**config.mk**
```make
export PLATFORM = sky130hd
export DESIGN_NAME = tos_timer
export DESIGN_NICKNAME = d
export VERILOG_FILES = /design/src/inc/tos_pkg.sv /design/src/inc/tos_tick_if.sv /design/src/hdl/tos_edge_det.sv /design/src/hdl/tos_prescaler.sv /design/src/hdl/tos_timer.sv
export SDC_FILE = /design/constraint.sdc
export NUM_CORES = 1
export LEC_CHECK = 0
export ABC_AREA = 1
export BUFFER_PORTS_ARGS = -buffer_cell sky130_fd_sc_hd__buf_2
export CAP_MARGIN = 20
export CORE_UTILIZATION = 40
export CTS_BUF_LIST = sky130_fd_sc_hd__clkbuf_8
export CTS_CLUSTER_SIZE = 14
export DETAILED_ROUTE_END_ITERATION = 6
export PLACE_DENSITY_LB_ADDON = 0.05
export SETUP_SLACK_MARGIN = 0.05
export SLEW_MARGIN = 40
export SYNTH_ARGS = -nofsm -noshare
export SYNTH_HDL_FRONTEND = slang
export SYNTH_SLANG_ARGS = --single-unit
```
**constraint.sdc**
```tcl
create_clock -name aclk -period 3.11 [get_ports aclk]
set_input_delay 0.622 -clock aclk [delete_from_list [all_inputs] [get_ports aclk]]
set_output_delay 0.622 -clock aclk [all_outputs]
set_load 0.01 [all_outputs]
```
**src/inc/tos_pkg.sv**
```systemverilog
// Operation
// - five-bit mode: family high, variant low
// - count per prescaled tick, clear after match
// - one-shot starts on run plus chosen edge, variant 000 on run alone
// - modes 100/101 same edge restarts count
// - mode 110/111 edge start, level reset
// - one-shot match clears run, count zero
// - edge monostable match stops count, run kept
// - level modes start/reset by input level
// - run cleared needs fresh edge to restart
// - flag interrupt at postscale ratio 1:1 to 1:16, match interrupt on every match
// - interrupt forwarded only when enabled
// - flag set three cycles after postscaled pulse
`default_nettype none

package tos_pkg;

  // ****************************************************
  // register map, byte addresses
  // ****************************************************
  localparam int ADDR_W = 8;
  localparam logic [7:0] OFF_CTRL = 8'h00;
  localparam logic [7:0] OFF_MODE = 8'h04;
  localparam logic [7:0] OFF_COUNT = 8'h08;
  localparam logic [7:0] OFF_PERIOD = 8'h0C;
  localparam logic [7:0] OFF_IRQ_STATUS = 8'h10;
  localparam logic [7:0] OFF_IRQ_CLEAR = 8'h14;
  localparam logic [7:0] OFF_IRQ_ENABLE = 8'h18;
  localparam logic [7:0] OFF_STATE = 8'h1C;

  // ****************************************************
  // field layout
  // ****************************************************
  localparam int CNT_W = 8;
  localparam int CTRL_ON_BIT = 7;
  localparam int CTRL_PRE_LSB = 4;
  localparam int PRE_W = 3;
  localparam int PRE_CNT_W = 7;
  localparam int CTRL_POST_LSB = 0;
  localparam int POST_W = 4;
  localparam int MODE_W = 5;
  localparam int SUB_W = 3;
  localparam int IRQ_W = 2;
  localparam int IRQ_FLAG_BIT = 0;
  localparam int IRQ_MATCH_BIT = 1;
  localparam int STATE_ARMED_BIT = 0;
  localparam int STATE_LEVEL_BIT = 1;
  localparam int SYNC_STAGES = 2;

  // ****************************************************
  // mode codes
  // ****************************************************
  localparam logic [1:0] FAM_FREE = 2'h0;
  localparam logic [1:0] FAM_ONE = 2'h1;
  localparam logic [1:0] FAM_MONO = 2'h2;
  localparam logic [2:0] SUB_SW = 3'h0;
  localparam logic [2:0] SUB_RISE = 3'h1;
  localparam logic [2:0] SUB_FALL = 3'h2;
  localparam logic [2:0] SUB_ANY = 3'h3;
  localparam logic [2:0] SUB_RISE_RST = 3'h4;
  localparam logic [2:0] SUB_FALL_RST = 3'h5;
  localparam logic [2:0] SUB_RISE_LO = 3'h6;
  localparam logic [2:0] SUB_FALL_HI = 3'h7;

  // ****************************************************
  // reset values, bus answers, trigger timing
  // ****************************************************
  localparam logic [7:0] PERIOD_RST = 8'hFF;
  localparam logic [1:0] RESP_OKAY = 2'h0;
  localparam logic [1:0] RESP_SLVERR = 2'h2;
  localparam int EDGE_GAP_TICKS = 6;
  localparam int LEVEL_HOLD_TICKS = 3;

endpackage : tos_pkg

`default_nettype wire

```
**src/inc/tos_tick_if.sv**
```systemverilog
`default_nettype none

// prescaled tick and trigger events shared by the timer parts
interface tos_tick_if;
  logic tick;
  logic clear;
  logic flush;
  logic rise_pend;
  logic fall_pend;
  logic level;

  modport pre (input clear, output tick);
  modport edg (input tick, input flush, output rise_pend, output fall_pend, output level);
  modport core (input tick, input rise_pend, input fall_pend, input level,
                output clear, output flush);
endinterface : tos_tick_if

`default_nettype wire

```
**src/hdl/tos_edge_det.sv**
```systemverilog
`default_nettype none

module tos_edge_det (
  input wire logic aclk,
  input wire logic aresetn,
  input wire logic ext_trigger_signal,
  tos_tick_if.edg t
);
  logic ext_q;
  logic rise_q;
  logic fall_q;
  logic rise;
  logic fall;

  assign rise = ext_trigger_signal & ~ext_q;
  assign fall = ~ext_trigger_signal & ext_q;

  // edges held until the next tick; new edge beats consume
  always_ff @(posedge aclk) begin
    if (!aresetn) begin
      ext_q <= 1'b0;
      rise_q <= 1'b0;
      fall_q <= 1'b0;
    end else begin
      ext_q <= ext_trigger_signal;
      if (t.flush) begin
        rise_q <= 1'b0;
        fall_q <= 1'b0;
      end else begin
        rise_q <= rise | (rise_q & ~t.tick);
        fall_q <= fall | (fall_q & ~t.tick);
      end
    end
  end

  assign t.rise_pend = rise_q;
  assign t.fall_pend = fall_q;
  assign t.level = ext_q;
endmodule : tos_edge_det

`default_nettype wire

```
**src/hdl/tos_prescaler.sv**
```systemverilog
`default_nettype none

module tos_prescaler (
  input wire logic aclk,
  input wire logic aresetn,
  input wire logic [tos_pkg::PRE_W-1:0] prescale_select,
  tos_tick_if.pre t
);
  logic [tos_pkg::PRE_CNT_W-1:0] cnt_q;
  logic [tos_pkg::PRE_CNT_W-1:0] lim;
  logic tick_q;

  // ratio 1:2^select
  assign lim = tos_pkg::PRE_CNT_W'((1 << prescale_select) - 1);

  // divider, restarted by clear
  always_ff @(posedge aclk) begin
    if (!aresetn) begin
      cnt_q <= '0;
      tick_q <= 1'b0;
    end else if (t.clear) begin
      cnt_q <= '0;
      tick_q <= 1'b0;
    end else begin
      tick_q <= (cnt_q == lim);
      cnt_q <= (cnt_q == lim) ? '0 : cnt_q + 1'b1;
    end
  end

  assign t.tick = tick_q;
endmodule : tos_prescaler

`default_nettype wire

```
**src/hdl/tos_timer.sv**
```systemverilog
`default_nettype none

module tos_timer #(
  parameter int CNT_W = tos_pkg::CNT_W
) (
  input wire logic aclk,
  input wire logic aresetn,
  input wire logic [tos_pkg::ADDR_W-1:0] awaddr,
  input wire logic [2:0] awprot,
  input wire logic awvalid,
  output logic awready,
  input wire logic [31:0] wdata,
  input wire logic [3:0] wstrb,
  input wire logic wvalid,
  output logic wready,
  output logic [1:0] bresp,
  output logic bvalid,
  input wire logic bready,
  input wire logic [tos_pkg::ADDR_W-1:0] araddr,
  input wire logic [2:0] arprot,
  input wire logic arvalid,
  output logic arready,
  output logic [31:0] rdata,
  output logic [1:0] rresp,
  output logic rvalid,
  input wire logic rready,
  input wire logic ext_trigger_signal,
  output logic postscaled_pulse,
  output logic timer_irq
);

  // ****************************************************
  // declarations
  // ****************************************************
  logic awready_q;
  logic wready_q;
  logic bvalid_q;
  logic [1:0] bresp_q;
  logic arready_q;
  logic rvalid_q;
  logic [31:0] rdata_q;
  logic [1:0] rresp_q;
  logic [tos_pkg::ADDR_W-1:0] awaddr_q;
  logic [31:0] wdata_q;
  logic [3:0] wstrb_q;

  logic run_q;
  logic armed_q;
  logic [tos_pkg::PRE_W-1:0] prescale_select_q;
  logic [tos_pkg::POST_W-1:0] postscale_select_q;
  logic [tos_pkg::MODE_W-1:0] mode_q;
  logic [CNT_W-1:0] count_value_q;
  logic [CNT_W-1:0] period_value_q;
  logic [tos_pkg::POST_W-1:0] post_cnt_q;
  logic postscaled_pulse_q;
  logic [tos_pkg::SYNC_STAGES-1:0] flag_dly_q;
  logic [tos_pkg::IRQ_W-1:0] irq_status_q;
  logic [tos_pkg::IRQ_W-1:0] periph_irq_enable_reg_q;
  logic timer_irq_q;

  logic wr_fire;
  logic wr_lane;
  logic wr_ctrl;
  logic wr_mode;
  logic wr_count;
  logic wr_period;
  logic wr_clear;
  logic wr_enable;
  logic wr_mapped;
  logic rd_mapped;
  logic [31:0] rd_word;

  logic [1:0] fam;
  logic [2:0] sub;
  logic mode_ok;
  logic start_c;
  logic hwrst_c;
  logic keep_arm_c;
  logic one_shot_c;
  logic stop_c;
  logic active;
  logic match_c;
  logic post_hit;
  logic [tos_pkg::IRQ_W-1:0] irq_set;
  logic [tos_pkg::IRQ_W-1:0] irq_clr;

  tos_tick_if t ();

  // ****************************************************
  // submodules
  // ****************************************************
  tos_prescaler u_pre (
    .aclk(aclk),
    .aresetn(aresetn),
    .prescale_select(prescale_select_q),
    .t(t.pre)
  );

  tos_edge_det u_edge (
    .aclk(aclk),
    .aresetn(aresetn),
    .ext_trigger_signal(ext_trigger_signal),
    .t(t.edg)
  );

  // ****************************************************
  // axi4-lite write channel
  // ****************************************************

  // address and data latched in either order
  always_ff @(posedge aclk) begin
    if (!aresetn) begin
      awready_q <= 1'b1;
      wready_q <= 1'b1;
      bvalid_q <= 1'b0;
      bresp_q <= tos_pkg::RESP_OKAY;
      awaddr_q <= '0;
      wdata_q <= '0;
      wstrb_q <= '0;
    end else begin
      if (awvalid && awready_q) begin
        awready_q <= 1'b0;
        awaddr_q <= awaddr;
      end
      if (wvalid && wready_q) begin
        wready_q <= 1'b0;
        wdata_q <= wdata;
        wstrb_q <= wstrb;
      end
      if (wr_fire) begin
        bvalid_q <= 1'b1;
        bresp_q <= wr_mapped ? tos_pkg::RESP_OKAY : tos_pkg::RESP_SLVERR;
      end else if (bvalid_q && bready) begin
        bvalid_q <= 1'b0;
        awready_q <= 1'b1;
        wready_q <= 1'b1;
      end
    end
  end

  // write decode, low byte lane carries every field
  assign wr_fire = ~awready_q & ~wready_q & ~bvalid_q;
  assign wr_lane = wr_fire & wstrb_q[0];
  assign wr_ctrl = wr_lane & (awaddr_q == tos_pkg::OFF_CTRL);
  assign wr_mode = wr_lane & (awaddr_q == tos_pkg::OFF_MODE);
  assign wr_count = wr_lane & (awaddr_q == tos_pkg::OFF_COUNT);
  assign wr_period = wr_lane & (awaddr_q == tos_pkg::OFF_PERIOD);
  assign wr_clear = wr_lane & (awaddr_q == tos_pkg::OFF_IRQ_CLEAR);
  assign wr_enable = wr_lane & (awaddr_q == tos_pkg::OFF_IRQ_ENABLE);
  assign wr_mapped = (awaddr_q == tos_pkg::OFF_CTRL) | (awaddr_q == tos_pkg::OFF_MODE)
                   | (awaddr_q == tos_pkg::OFF_COUNT) | (awaddr_q == tos_pkg::OFF_PERIOD)
                   | (awaddr_q == tos_pkg::OFF_IRQ_STATUS)
                   | (awaddr_q == tos_pkg::OFF_IRQ_CLEAR)
                   | (awaddr_q == tos_pkg::OFF_IRQ_ENABLE)
                   | (awaddr_q == tos_pkg::OFF_STATE);

  // ****************************************************
  // axi4-lite read channel
  // ****************************************************

  // read word mux, unused bits zero
  always_comb begin
    rd_word = '0;
    rd_mapped = 1'b1;
    case (araddr)
      tos_pkg::OFF_CTRL: begin
        rd_word[tos_pkg::CTRL_ON_BIT] = run_q;
        rd_word[tos_pkg::CTRL_PRE_LSB +: tos_pkg::PRE_W] = prescale_select_q;
        rd_word[tos_pkg::CTRL_POST_LSB +: tos_pkg::POST_W] = postscale_select_q;
      end
      tos_pkg::OFF_MODE: rd_word[tos_pkg::MODE_W-1:0] = mode_q;
      tos_pkg::OFF_COUNT: rd_word[CNT_W-1:0] = count_value_q;
      tos_pkg::OFF_PERIOD: rd_word[CNT_W-1:0] = period_value_q;
      tos_pkg::OFF_IRQ_STATUS: rd_word[tos_pkg::IRQ_W-1:0] = irq_status_q;
      tos_pkg::OFF_IRQ_CLEAR: rd_word = '0; // write-only
      tos_pkg::OFF_IRQ_ENABLE: rd_word[tos_pkg::IRQ_W-1:0] = periph_irq_enable_reg_q;
      tos_pkg::OFF_STATE: begin
        rd_word[tos_pkg::STATE_ARMED_BIT] = armed_q;
        rd_word[tos_pkg::STATE_LEVEL_BIT] = t.level;
      end
      default: rd_mapped = 1'b0;
    endcase
  end

  // one read at a time, answer one edge after address
  always_ff @(posedge aclk) begin
    if (!aresetn) begin
      arready_q <= 1'b1;
      rvalid_q <= 1'b0;
      rdata_q <= '0;
      rresp_q <= tos_pkg::RESP_OKAY;
    end else if (arvalid && arready_q) begin
      arready_q <= 1'b0;
      rvalid_q <= 1'b1;
      rdata_q <= rd_word;
      rresp_q <= rd_mapped ? tos_pkg::RESP_OKAY : tos_pkg::RESP_SLVERR;
    end else if (rvalid_q && rready) begin
      rvalid_q <= 1'b0;
      arready_q <= 1'b1;
    end
  end

  // ****************************************************
  // software configuration
  // ****************************************************

  // control, mode, period and enable registers
  always_ff @(posedge aclk) begin
    if (!aresetn) begin
      prescale_select_q <= '0;
      postscale_select_q <= '0;
      mode_q <= '0;
      period_value_q <= '1;
      periph_irq_enable_reg_q <= '0;
    end else begin
      if (wr_ctrl) begin
        prescale_select_q <= wdata_q[tos_pkg::CTRL_PRE_LSB +: tos_pkg::PRE_W];
        postscale_select_q <= wdata_q[tos_pkg::CTRL_POST_LSB +: tos_pkg::POST_W];
      end
      if (wr_mode) begin
        mode_q <= wdata_q[tos_pkg::MODE_W-1:0];
      end
      if (wr_period) begin
        period_value_q <= wdata_q[CNT_W-1:0];
      end
      if (wr_enable) begin
        periph_irq_enable_reg_q <= wdata_q[tos_pkg::IRQ_W-1:0];
      end
    end
  end

  // ****************************************************
  // mode decode
  // ****************************************************

  // start, reset and stop terms per mode
  always_comb begin
    fam = mode_q[tos_pkg::MODE_W-1:tos_pkg::SUB_W];
    sub = mode_q[tos_pkg::SUB_W-1:0];
    mode_ok = 1'b0;
    start_c = 1'b0;
    hwrst_c = 1'b0;
    keep_arm_c = 1'b0;
    one_shot_c = 1'b0;
    stop_c = 1'b0;
    case (fam)
      tos_pkg::FAM_FREE: begin
        mode_ok = 1'b1;
        start_c = 1'b1;
      end
      tos_pkg::FAM_ONE: begin
        mode_ok = 1'b1;
        one_shot_c = 1'b1;
        stop_c = 1'b1;
        case (sub)
          tos_pkg::SUB_SW: start_c = 1'b1;
          tos_pkg::SUB_RISE, tos_pkg::SUB_RISE_RST, tos_pkg::SUB_RISE_LO:
            start_c = t.rise_pend;
          tos_pkg::SUB_FALL, tos_pkg::SUB_FALL_RST, tos_pkg::SUB_FALL_HI:
            start_c = t.fall_pend;
          default: start_c = t.rise_pend | t.fall_pend;
        endcase
        case (sub)
          tos_pkg::SUB_RISE_RST: begin
            hwrst_c = t.rise_pend;
            keep_arm_c = 1'b1;
          end
          tos_pkg::SUB_FALL_RST: begin
            hwrst_c = t.fall_pend;
            keep_arm_c = 1'b1;
          end
          tos_pkg::SUB_RISE_LO: hwrst_c = ~t.level;
          tos_pkg::SUB_FALL_HI: hwrst_c = t.level;
          default: hwrst_c = 1'b0;
        endcase
      end
      tos_pkg::FAM_MONO: begin
        case (sub)
          tos_pkg::SUB_RISE, tos_pkg::SUB_FALL, tos_pkg::SUB_ANY: begin
            mode_ok = 1'b1;
            stop_c = 1'b1;
            start_c = (sub != tos_pkg::SUB_FALL) & t.rise_pend
                    | (sub != tos_pkg::SUB_RISE) & t.fall_pend;
          end
          tos_pkg::SUB_RISE_LO: begin
            mode_ok = 1'b1;
            one_shot_c = 1'b1;
            stop_c = 1'b1;
            start_c = t.level;
            hwrst_c = ~t.level;
          end
          tos_pkg::SUB_FALL_HI: begin
            mode_ok = 1'b1;
            one_shot_c = 1'b1;
            stop_c = 1'b1;
            start_c = ~t.level;
            hwrst_c = t.level;
          end
          default: mode_ok = 1'b0;
        endcase
      end
      default: mode_ok = 1'b0;
    endcase
  end

  assign active = t.tick & run_q & mode_ok;
  assign match_c = active & ~hwrst_c & armed_q & (count_value_q == period_value_q);

  // scaler restart on control and count writes and external reset
  assign t.clear = wr_ctrl | wr_count | (active & hwrst_c);
  assign t.flush = ~run_q;

  // ****************************************************
  // counter core
  // ****************************************************

  // count, arm and stop per prescaled tick
  always_ff @(posedge aclk) begin
    if (!aresetn) begin
      count_value_q <= '0;
      armed_q <= 1'b0;
    end else if (wr_count) begin
      count_value_q <= wdata_q[CNT_W-1:0];
    end else if (!run_q) begin
      armed_q <= 1'b0;
    end else if (active) begin
      if (hwrst_c) begin
        count_value_q <= '0;
        armed_q <= keep_arm_c;
      end else if (!armed_q) begin
        armed_q <= start_c;
      end else if (match_c) begin
        count_value_q <= '0;
        armed_q <= ~stop_c;
      end else begin
        count_value_q <= count_value_q + 1'b1;
      end
    end
  end

  // run bit: software write, cleared by one-shot match
  always_ff @(posedge aclk) begin
    if (!aresetn) begin
      run_q <= 1'b0;
    end else if (wr_ctrl) begin
      run_q <= wdata_q[tos_pkg::CTRL_ON_BIT];
    end else if (match_c && one_shot_c) begin
      run_q <= 1'b0;
    end
  end

  // ****************************************************
  // postscaler and interrupt
  // ****************************************************

  assign post_hit = match_c & (post_cnt_q == postscale_select_q);

  // postscale counter, ratio select+1
  always_ff @(posedge aclk) begin
    if (!aresetn) begin
      post_cnt_q <= '0;
      postscaled_pulse_q <= 1'b0;
    end else begin
      postscaled_pulse_q <= post_hit;
      if (t.clear || post_hit) begin
        post_cnt_q <= '0;
      end else if (match_c) begin
        post_cnt_q <= post_cnt_q + 1'b1;
      end
    end
  end

  // two-cycle delay from pulse to the flag set term
  always_ff @(posedge aclk) begin
    if (!aresetn) begin
      flag_dly_q <= '0;
    end else begin
      flag_dly_q <= {flag_dly_q[tos_pkg::SYNC_STAGES-2:0], postscaled_pulse_q};
    end
  end

  // sticky status, set beats clear
  always_comb begin
    irq_set = '0;
    irq_set[tos_pkg::IRQ_FLAG_BIT] = flag_dly_q[tos_pkg::SYNC_STAGES-1];
    irq_set[tos_pkg::IRQ_MATCH_BIT] = match_c;
    irq_clr = wr_clear ? wdata_q[tos_pkg::IRQ_W-1:0] : '0;
  end

  always_ff @(posedge aclk) begin
    if (!aresetn) begin
      irq_status_q <= '0;
      timer_irq_q <= 1'b0;
    end else begin
      irq_status_q <= (irq_status_q & ~irq_clr) | irq_set;
      timer_irq_q <= |(irq_status_q & periph_irq_enable_reg_q);
    end
  end

  // ****************************************************
  // outputs
  // ****************************************************
  assign awready = awready_q;
  assign wready = wready_q;
  assign bvalid = bvalid_q;
  assign bresp = bresp_q;
  assign arready = arready_q;
  assign rvalid = rvalid_q;
  assign rdata = rdata_q;
  assign rresp = rresp_q;
  assign postscaled_pulse = postscaled_pulse_q;
  assign timer_irq = timer_irq_q;

endmodule : tos_timer

`default_nettype wire

```
==> impl_metrics.json, run 1 <==
{
  "synth_seq_cells": 85,
  "finalClockSkew_ns": 0.0100,
  "worstMarginPinSlew_ns": 0.510,
  "cts_tree": "yes",
  "vias_per_cell": 4.90,
  "hold_viol_final": 0,
  "coreArea_sq_mm": 0.0111,
  "powerDensity_mw_per_mm2": 423,
  "fin_crit_ns": 2.12,
  "cp-end-kind": "flop",
  "path_class": "flop to flop",
  "maxCapViolCount": 0,
  "num_io_pins": 109,
  "hpwl_mm": 9.10,
  "grt.total_usage_pct": 21.2,
  "ys_types": 36,
  "crit_end": "post_cnt_q[3]$_SDFFE_PP0P_",
  "p_leak_nw": 2.35,
  "setup_viol": 0,
  "ant_nets": 0,
  "overflow": 0,
  "antenna_found_initial": 0,
  "drt-initial-drc-count": 242,
  "worstPathRequired_ns": 3.38,
  "grt_pass1_vias": 3813,
  "drive_gt1_share_pct": 13.2,
  "layout_setup_ws_ns": 0.988,
  "drcViolationCount": 0,
  "stdcell_count": 858,
  "dieArea_sq_mm": 0.0120,
  "final_common_cell": "nand2_1",
  "fp.dieH_um": 110,
  "clock_sinks": 85,
  "portBuffers": 49,
  "rr_worst_depth": 12,
  "nets": 787,
  "num_vias": 4206,
  "grt_max_degree": 53,
  "hp-class": "flop to flop",
  "cts-root-buf": "clkbuf_8",
  "cts_buffers": 9,
  "areaGrowthSynthToFinish_pct": 10.2,
  "die_w_um": 110,
  "gp_congestion": 0.940,
  "cp-startpoint": "mode_q[4]$_SDFFE_PN0P_",
  "layout_common_cells": "nand2_1 (137), dfxtp_1 (85), inv_1 (75)",
  "drv_slew": 0,
  "fillerInstances": 1206,
  "ctsHoldBuffers": 0,
  "h-tree-depth": 3,
  "grt_pass1_wl_mm": 19.0,
  "cp_max_fo": 7,
  "wl_mm": 11.8,
  "dr.pass1.iters": 5,
  "synth_edf_count": 0,
  "rsz0062_at_grt": "no",
  "wl_per_cell_um": 13.8,
  "final_area_sq_mm": 0.00512,
  "dp_slack_ns": 0.959,
  "run_status": "finished clean",
  "period_share_pct": 68.2,
  "seqCellArea_sq_mm": 0.00170,
  "cp.arrival_ns": 2.39,
  "setup_tns_ns": 0,
  "avgSynthCellArea_sq_um": 6.96,
  "place_inst": 842,
  "synth_area_sq_mm": 0.00464,
  "cts_setup_buffers": 0,
  "relSlewSlack_pct": 65.9,
  "fmax_ghz": 0.471,
  "antennaDiodeCount": 0,
  "reg2reg_slack_ns": 0.99,
  "cp-start-kind": "flop",
  "r2r-start": "mode_q[4]$_SDFFE_PN0P_",
  "vdd_drop_max_uv": 210,
  "rows": 38,
  "cts.path.max_buffers": 2,
  "clkLatencyLatePin_ns": 0.38,
  "synth_flop_cell": "dfxtp_1",
  "yosysSeqAreaShare_pct": 36.6,
  "initial_core_util_pct": 41.9,
  "multiInputGateArea_sq_mm": 0.00247,
  "cts_resized": 0,
  "yosysWarnings": 0,
  "clk_pin_slew_ns": 0.09,
  "synthCells": 667,
  "ys_async_sr_fraction_pct": 0,
  "rr_endpoint": "post_cnt_q[3]$_SDFFE_PP0P_",
  "dpl_cell_area_sq_mm": 0.00491
}
worst max-delay path: stages, from the launching register on:
cell	delay (ns)
dfxtp_1	0.39
inv_1	0.12
ha_1	0.23
inv_1	0.16
nor2_1	0.09
nand3_1	0.08
o21ai_2	0.07
nand2_2	0.15
inv_1	0.15
nor2_1	0.28
nand3_1	0.16
nand2_1	0.09
a21oi_1	0.06
stage by stage:
step	hold slack, ns	total power, W	util, %
after floorplan	0.390	0.00130	-
after global placement	0.394	0.00134	44.3
after detailed placement	0.405	0.00134	44.3
after CTS	0.431	0.00220	46.2
after global routing	0.445	0.00227	46.2
final	0.425	0.00217	46.2
state kept, by name (all words and copies together) (netlist names), 2 cells and up:
signal / cells
awaddr_q: 8
count_value_q: 8
period_value_q: 8
rdata: 8
wdata_q: 8
u_pre.cnt_q: 7
mode_q: 5
post_cnt_q: 4
postscale_select_q: 4
prescale_select_q: 3
flag_dly_q: 2
irq_status_q: 2
periph_irq_enable_reg_q: 2
area by class of cell:
class,instances,area share [%]
clock inverter,5,1.15
sequential,85,33.3
clock buffer,11,2.96
inverter,78,5.72
multi-input combinational,487,48.3
timing repair buffer,52,5.23
tap,140,3.42
worst min path at each step:
stage,startpoint,slack (ns),endpoint,cells after the start
floorplan,flag_dly_q[0]$_SDFF_PN0_,0.39,flag_dly_q[1]$_SDFF_PN0_,2
global placement,flag_dly_q[0]$_SDFF_PN0_,0.39,flag_dly_q[1]$_SDFF_PN0_,2
detailed placement,flag_dly_q[0]$_SDFF_PN0_,0.40,flag_dly_q[1]$_SDFF_PN0_,2
CTS,flag_dly_q[0]$_SDFF_PN0_,0.43,flag_dly_q[1]$_SDFF_PN0_,2
global route,flag_dly_q[0]$_SDFF_PN0_,0.44,flag_dly_q[1]$_SDFF_PN0_,2
finish,flag_dly_q[0]$_SDFF_PN0_,0.43,flag_dly_q[1]$_SDFF_PN0_,2
routing by layer:
| metal | track usage, % | wire (um) | vias to the layer above |
|---|---|---|---|
| met5 | 0 | 0 | - |
| met4 | 9.33 | 286 | 0 |
| met3 | 2.96 | 353 | 18 |
| met2 | 33.6 | 5250 | 94 |
| met1 | 28.7 | 5960 | 1890 |
| li1 | - | - | 2204 |
where the power goes:
group	leakage (nW)	internal, W	switching (W)	total (W)
sequential	0.691	0.00112	0.0000226	0.00114
combinational	1.56	0.0000546	0.000119	0.000174
clock	0.107	0.000417	0.000437	0.000854
total	2.35	0.00159	0.000578	0.00217
cells by family after synthesis:
family          count (synthesis)  share of synthesized area, %
buf+inv                       120                          12.2
flops                          85                          36.6
fa+ha+maj                       8                          2.16
simple gates                  287                          27.1
xor+xnor                       28                          5.28
other cells                     1                        0.0808
compound gates                138                          16.5
synthesized netlist by cell type (4+ instances only):
| library cell | n | area [sq um] |
|---|---|---|
| nand2_1 | 137 | 514 |
| nor3_1 | 11 | 55.1 |
| buf_4 | 28 | 210 |
| ha_1 | 8 | 100 |
| nand3_1 | 34 | 170 |
| clkbuf_1 | 10 | 37.5 |
| o211ai_1 | 12 | 90.1 |
| nor2_2 | 7 | 43.8 |
| a21oi_1 | 62 | 310 |
| xnor2_1 | 9 | 78.8 |
| o22ai_1 | 10 | 62.6 |
| o21ai_0 | 48 | 240 |
| dfxtp_1 | 85 | 1700 |
| nor2_1 | 72 | 270 |
| inv_2 | 4 | 15.0 |
| inv_1 | 74 | 278 |
| xor2_1 | 19 | 166 |
| nand4_1 | 9 | 56.3 |
| nand2_2 | 5 | 31.3 |
Power figures use the tool's default switching activity.
==> inputs of run 2 (changes only) <==
==> constraint.sdc (replaced) <==
create_clock -name aclk -period 1.7 [get_ports aclk]
set_input_delay 0.34 -clock aclk [delete_from_list [all_inputs] [get_ports aclk]]
set_output_delay 0.34 -clock aclk [all_outputs]
set_load 0.01 [all_outputs]
==> run 2 against run 1 <==
  * The run now ends with setup timing left
  * Clock power grew 52%
  * Routed wire length grew 13%
  * Sequential share of layout area shrank 5.5 points
  * Via count grew 8.5%
  * Critical endpoint is now u_pre.cnt_q[3]$_SDFF_PP0_
  * Largest cell class unchanged
==> impl_metrics.json, run 2 (synthesized netlist as in run 1, its figures left out) <==
{
  "rsz0062_at_grt": "yes",
  "rr_worst_depth": 9,
  "drcViolationCount": 0,
  "p_leak_nw": 2.85,
  "clk_pin_slew_ns": 0.08,
  "period_share_pct": 101,
  "cp-start-kind": "flop",
  "hp-class": "input pin to flop",
  "ant_nets": 0,
  "coreArea_sq_mm": 0.0111,
  "place_inst": 924,
  "relSlewSlack_pct": 66.8,
  "num_vias": 4564,
  "switching_power_w": 0.00103,
  "grt_pass1_wl_mm": 21.1,
  "fin_crit_ns": 1.71,
  "layout_common_cells": "nand2_1 (123), buf_4 (85), dfxtp_1 (74)",
  "multiInputGateArea_sq_mm": 0.00284,
  "layout_setup_ws_ns": -0.00902,
  "path_cells": "nor2_4 -> nand2_2 -> ha_4 -> xor2_1 -> nand4_1 -> nor3_2 -> nand3_4 -> nand2_4 -> nor2_1",
  "rows": 38,
  "worstMarginPinSlew_ns": 0.497,
  "die_w_um": 110,
  "drv_slew": 0,
  "violations": "setup timing",
  "pwr-share-comb_pct": 9.7,
  "fin_util_pct": 56.2,
  "cp-startpoint": "prescale_select_q[0]$_SDFFE_PN0P_",
  "dieArea_sq_mm": 0.0120,
  "drive_gt1_share_pct": 32.8,
  "pwr-share-seq_pct": 55.6,
  "min_to": "awready$_SDFF_PN1_",
  "overflow": 0,
  "run_status": "complete, but fails checks",
  "nets": 880,
  "reg2reg_slack_ns": -0.009,
  "hold_start": "awvalid",
  "drt-initial-drc-count": 241,
  "clock_sinks": 85,
  "worstPathRequired_ns": 1.96,
  "antennaDiodeCount": 0,
  "stdcell_count": 950,
  "cts.path.max_buffers": 2,
  "grt.total_usage_pct": 23.5,
  "internal-power_w": 0.00271,
  "cts_buffers": 9,
  "powerDensity_mw_per_mm2": 601,
  "wl_per_cell_um": 14.1,
  "path_class": "flop to flop",
  "clkLatencyLatePin_ns": 0.38,
  "r2r-start": "prescale_select_q[0]$_SDFFE_PN0P_",
  "whs_path_depth": 2,
  "antenna_found_initial": 0,
  "dr.pass1.iters": 4,
  "vdd_drop_max_uv": 469,
  "cp_max_fo": 7,
  "fp.dieH_um": 110,
  "switching_share_pct": 27.5,
  "seqCellArea_sq_mm": 0.00173,
  "areaGrowthSynthToFinish_pct": 34.0,
  "ctsHoldBuffers": 0,
  "fmax_ghz": 0.585,
  "critPathSlowestCell": "dfxtp_4",
  "cts-root-buf": "clkbuf_8",
  "grt_max_degree": 36,
  "power.share.clock_pct": 34.7,
  "maxCapViolCount": 0,
  "rr_endpoint": "u_pre.cnt_q[3]$_SDFF_PP0_",
  "hold_viol_final": 0,
  "cp.arrival_ns": 1.97,
  "initial_core_util_pct": 41.9,
  "cp-end-kind": "flop",
  "num_io_pins": 109,
  "final_common_cell": "nand2_1",
  "h-tree-depth": 3,
  "wl_mm": 13.4,
  "fillerInstances": 1085,
  "finalClockSkew_ns": 0.0168,
  "cp_slowest_stage_delay_ns": 0.37,
  "gp_congestion": 0.981,
  "portBuffers": 49,
  "grt_pass1_vias": 4215,
  "cts_tree": "yes",
  "hpwl_mm": 10.1,
  "setup_viol": 7,
  "vias_per_cell": 4.80
}
[run 2: stage by stage]
stage / TNS, ns / instance area [sq um] / power, W / hold slack [ns] / setup WS (ns)
2_1_floorplan: 0 / 4740 / 0.00238 / 0.390 / 0.0557
3_3_place_gp: -2.34 / 5520 / 0.00247 / 0.399 / -0.132
3_5_place_dp: -3.48 / 5520 / 0.00247 / 0.408 / -0.186
4_1_cts: 0 / 5990 / 0.00377 / 0.179 / 0.00889
5_1_grt: -1.52 / 6220 / 0.00393 / 0.190 / -0.106
6_report: -0.0427 / 6220 / 0.00374 / 0.188 / -0.00902
[run 2: worst max path at each step]
stage / end / cells past startpoint
2_1_floorplan: u_pre.cnt_q[0]$_SDFF_PP0_ / 10
3_5_place_dp: u_pre.cnt_q[6]$_SDFF_PP0_ / 12
6_report: u_pre.cnt_q[3]$_SDFF_PP0_ / 9
5_1_grt: u_pre.cnt_q[4]$_SDFF_PP0_ / 9
4_1_cts: u_pre.cnt_q[4]$_SDFF_PP0_ / 9
3_3_place_gp: irq_status_q[1]$_SDFF_PN0_ / 10
[run 2: final cells by class]
class / count / area share (%)
timing repair buffer: 145 / 16.2
sequential: 85 / 27.7
tap: 140 / 2.82
clock buffer: 10 / 2.21
clock inverter: 5 / 0.462
multi-input combinational: 487 / 45.7
inverter: 78 / 4.91
[run 2: repair_timing]
item,4_1_cts,5_1_grt
pin swaps,24,24
gates resized for setup,67,59
setup endpoints to repair,24,30
setup buffers,10,2
[run 2: critical path: cells and delay by family, from the launching register on]
kind,cells,cell delay [ns]
DFF,1,0.37
adders and majority gates,1,0.26
xor gates and xnor gates,1,0.14
and+or+nand+nor,7,0.81
[run 2: routing by layer]
metal,GRT usage (%),up-vias,wire [um]
li1,-,2392,-
met1,31.8,2035,6370
met2,36.6,113,6170
met3,3.56,24,481
met4,11.0,0,364
met5,0,-,0
[run 2: power by group through the flow]
| stage | combinational (W) | sequential, W | clock [W] |
|---|---|---|---|
| CTS | 0.000361 | 0.00208 | 0.00133 |
| detailed placement | 0.000345 | 0.00213 | 0 |
| global route | 0.000410 | 0.00209 | 0.00143 |
| global placement | 0.000341 | 0.00213 | 0 |
| floorplan | 0.000256 | 0.00212 | 0 |
| finish | 0.000365 | 0.00208 | 0.00130 |
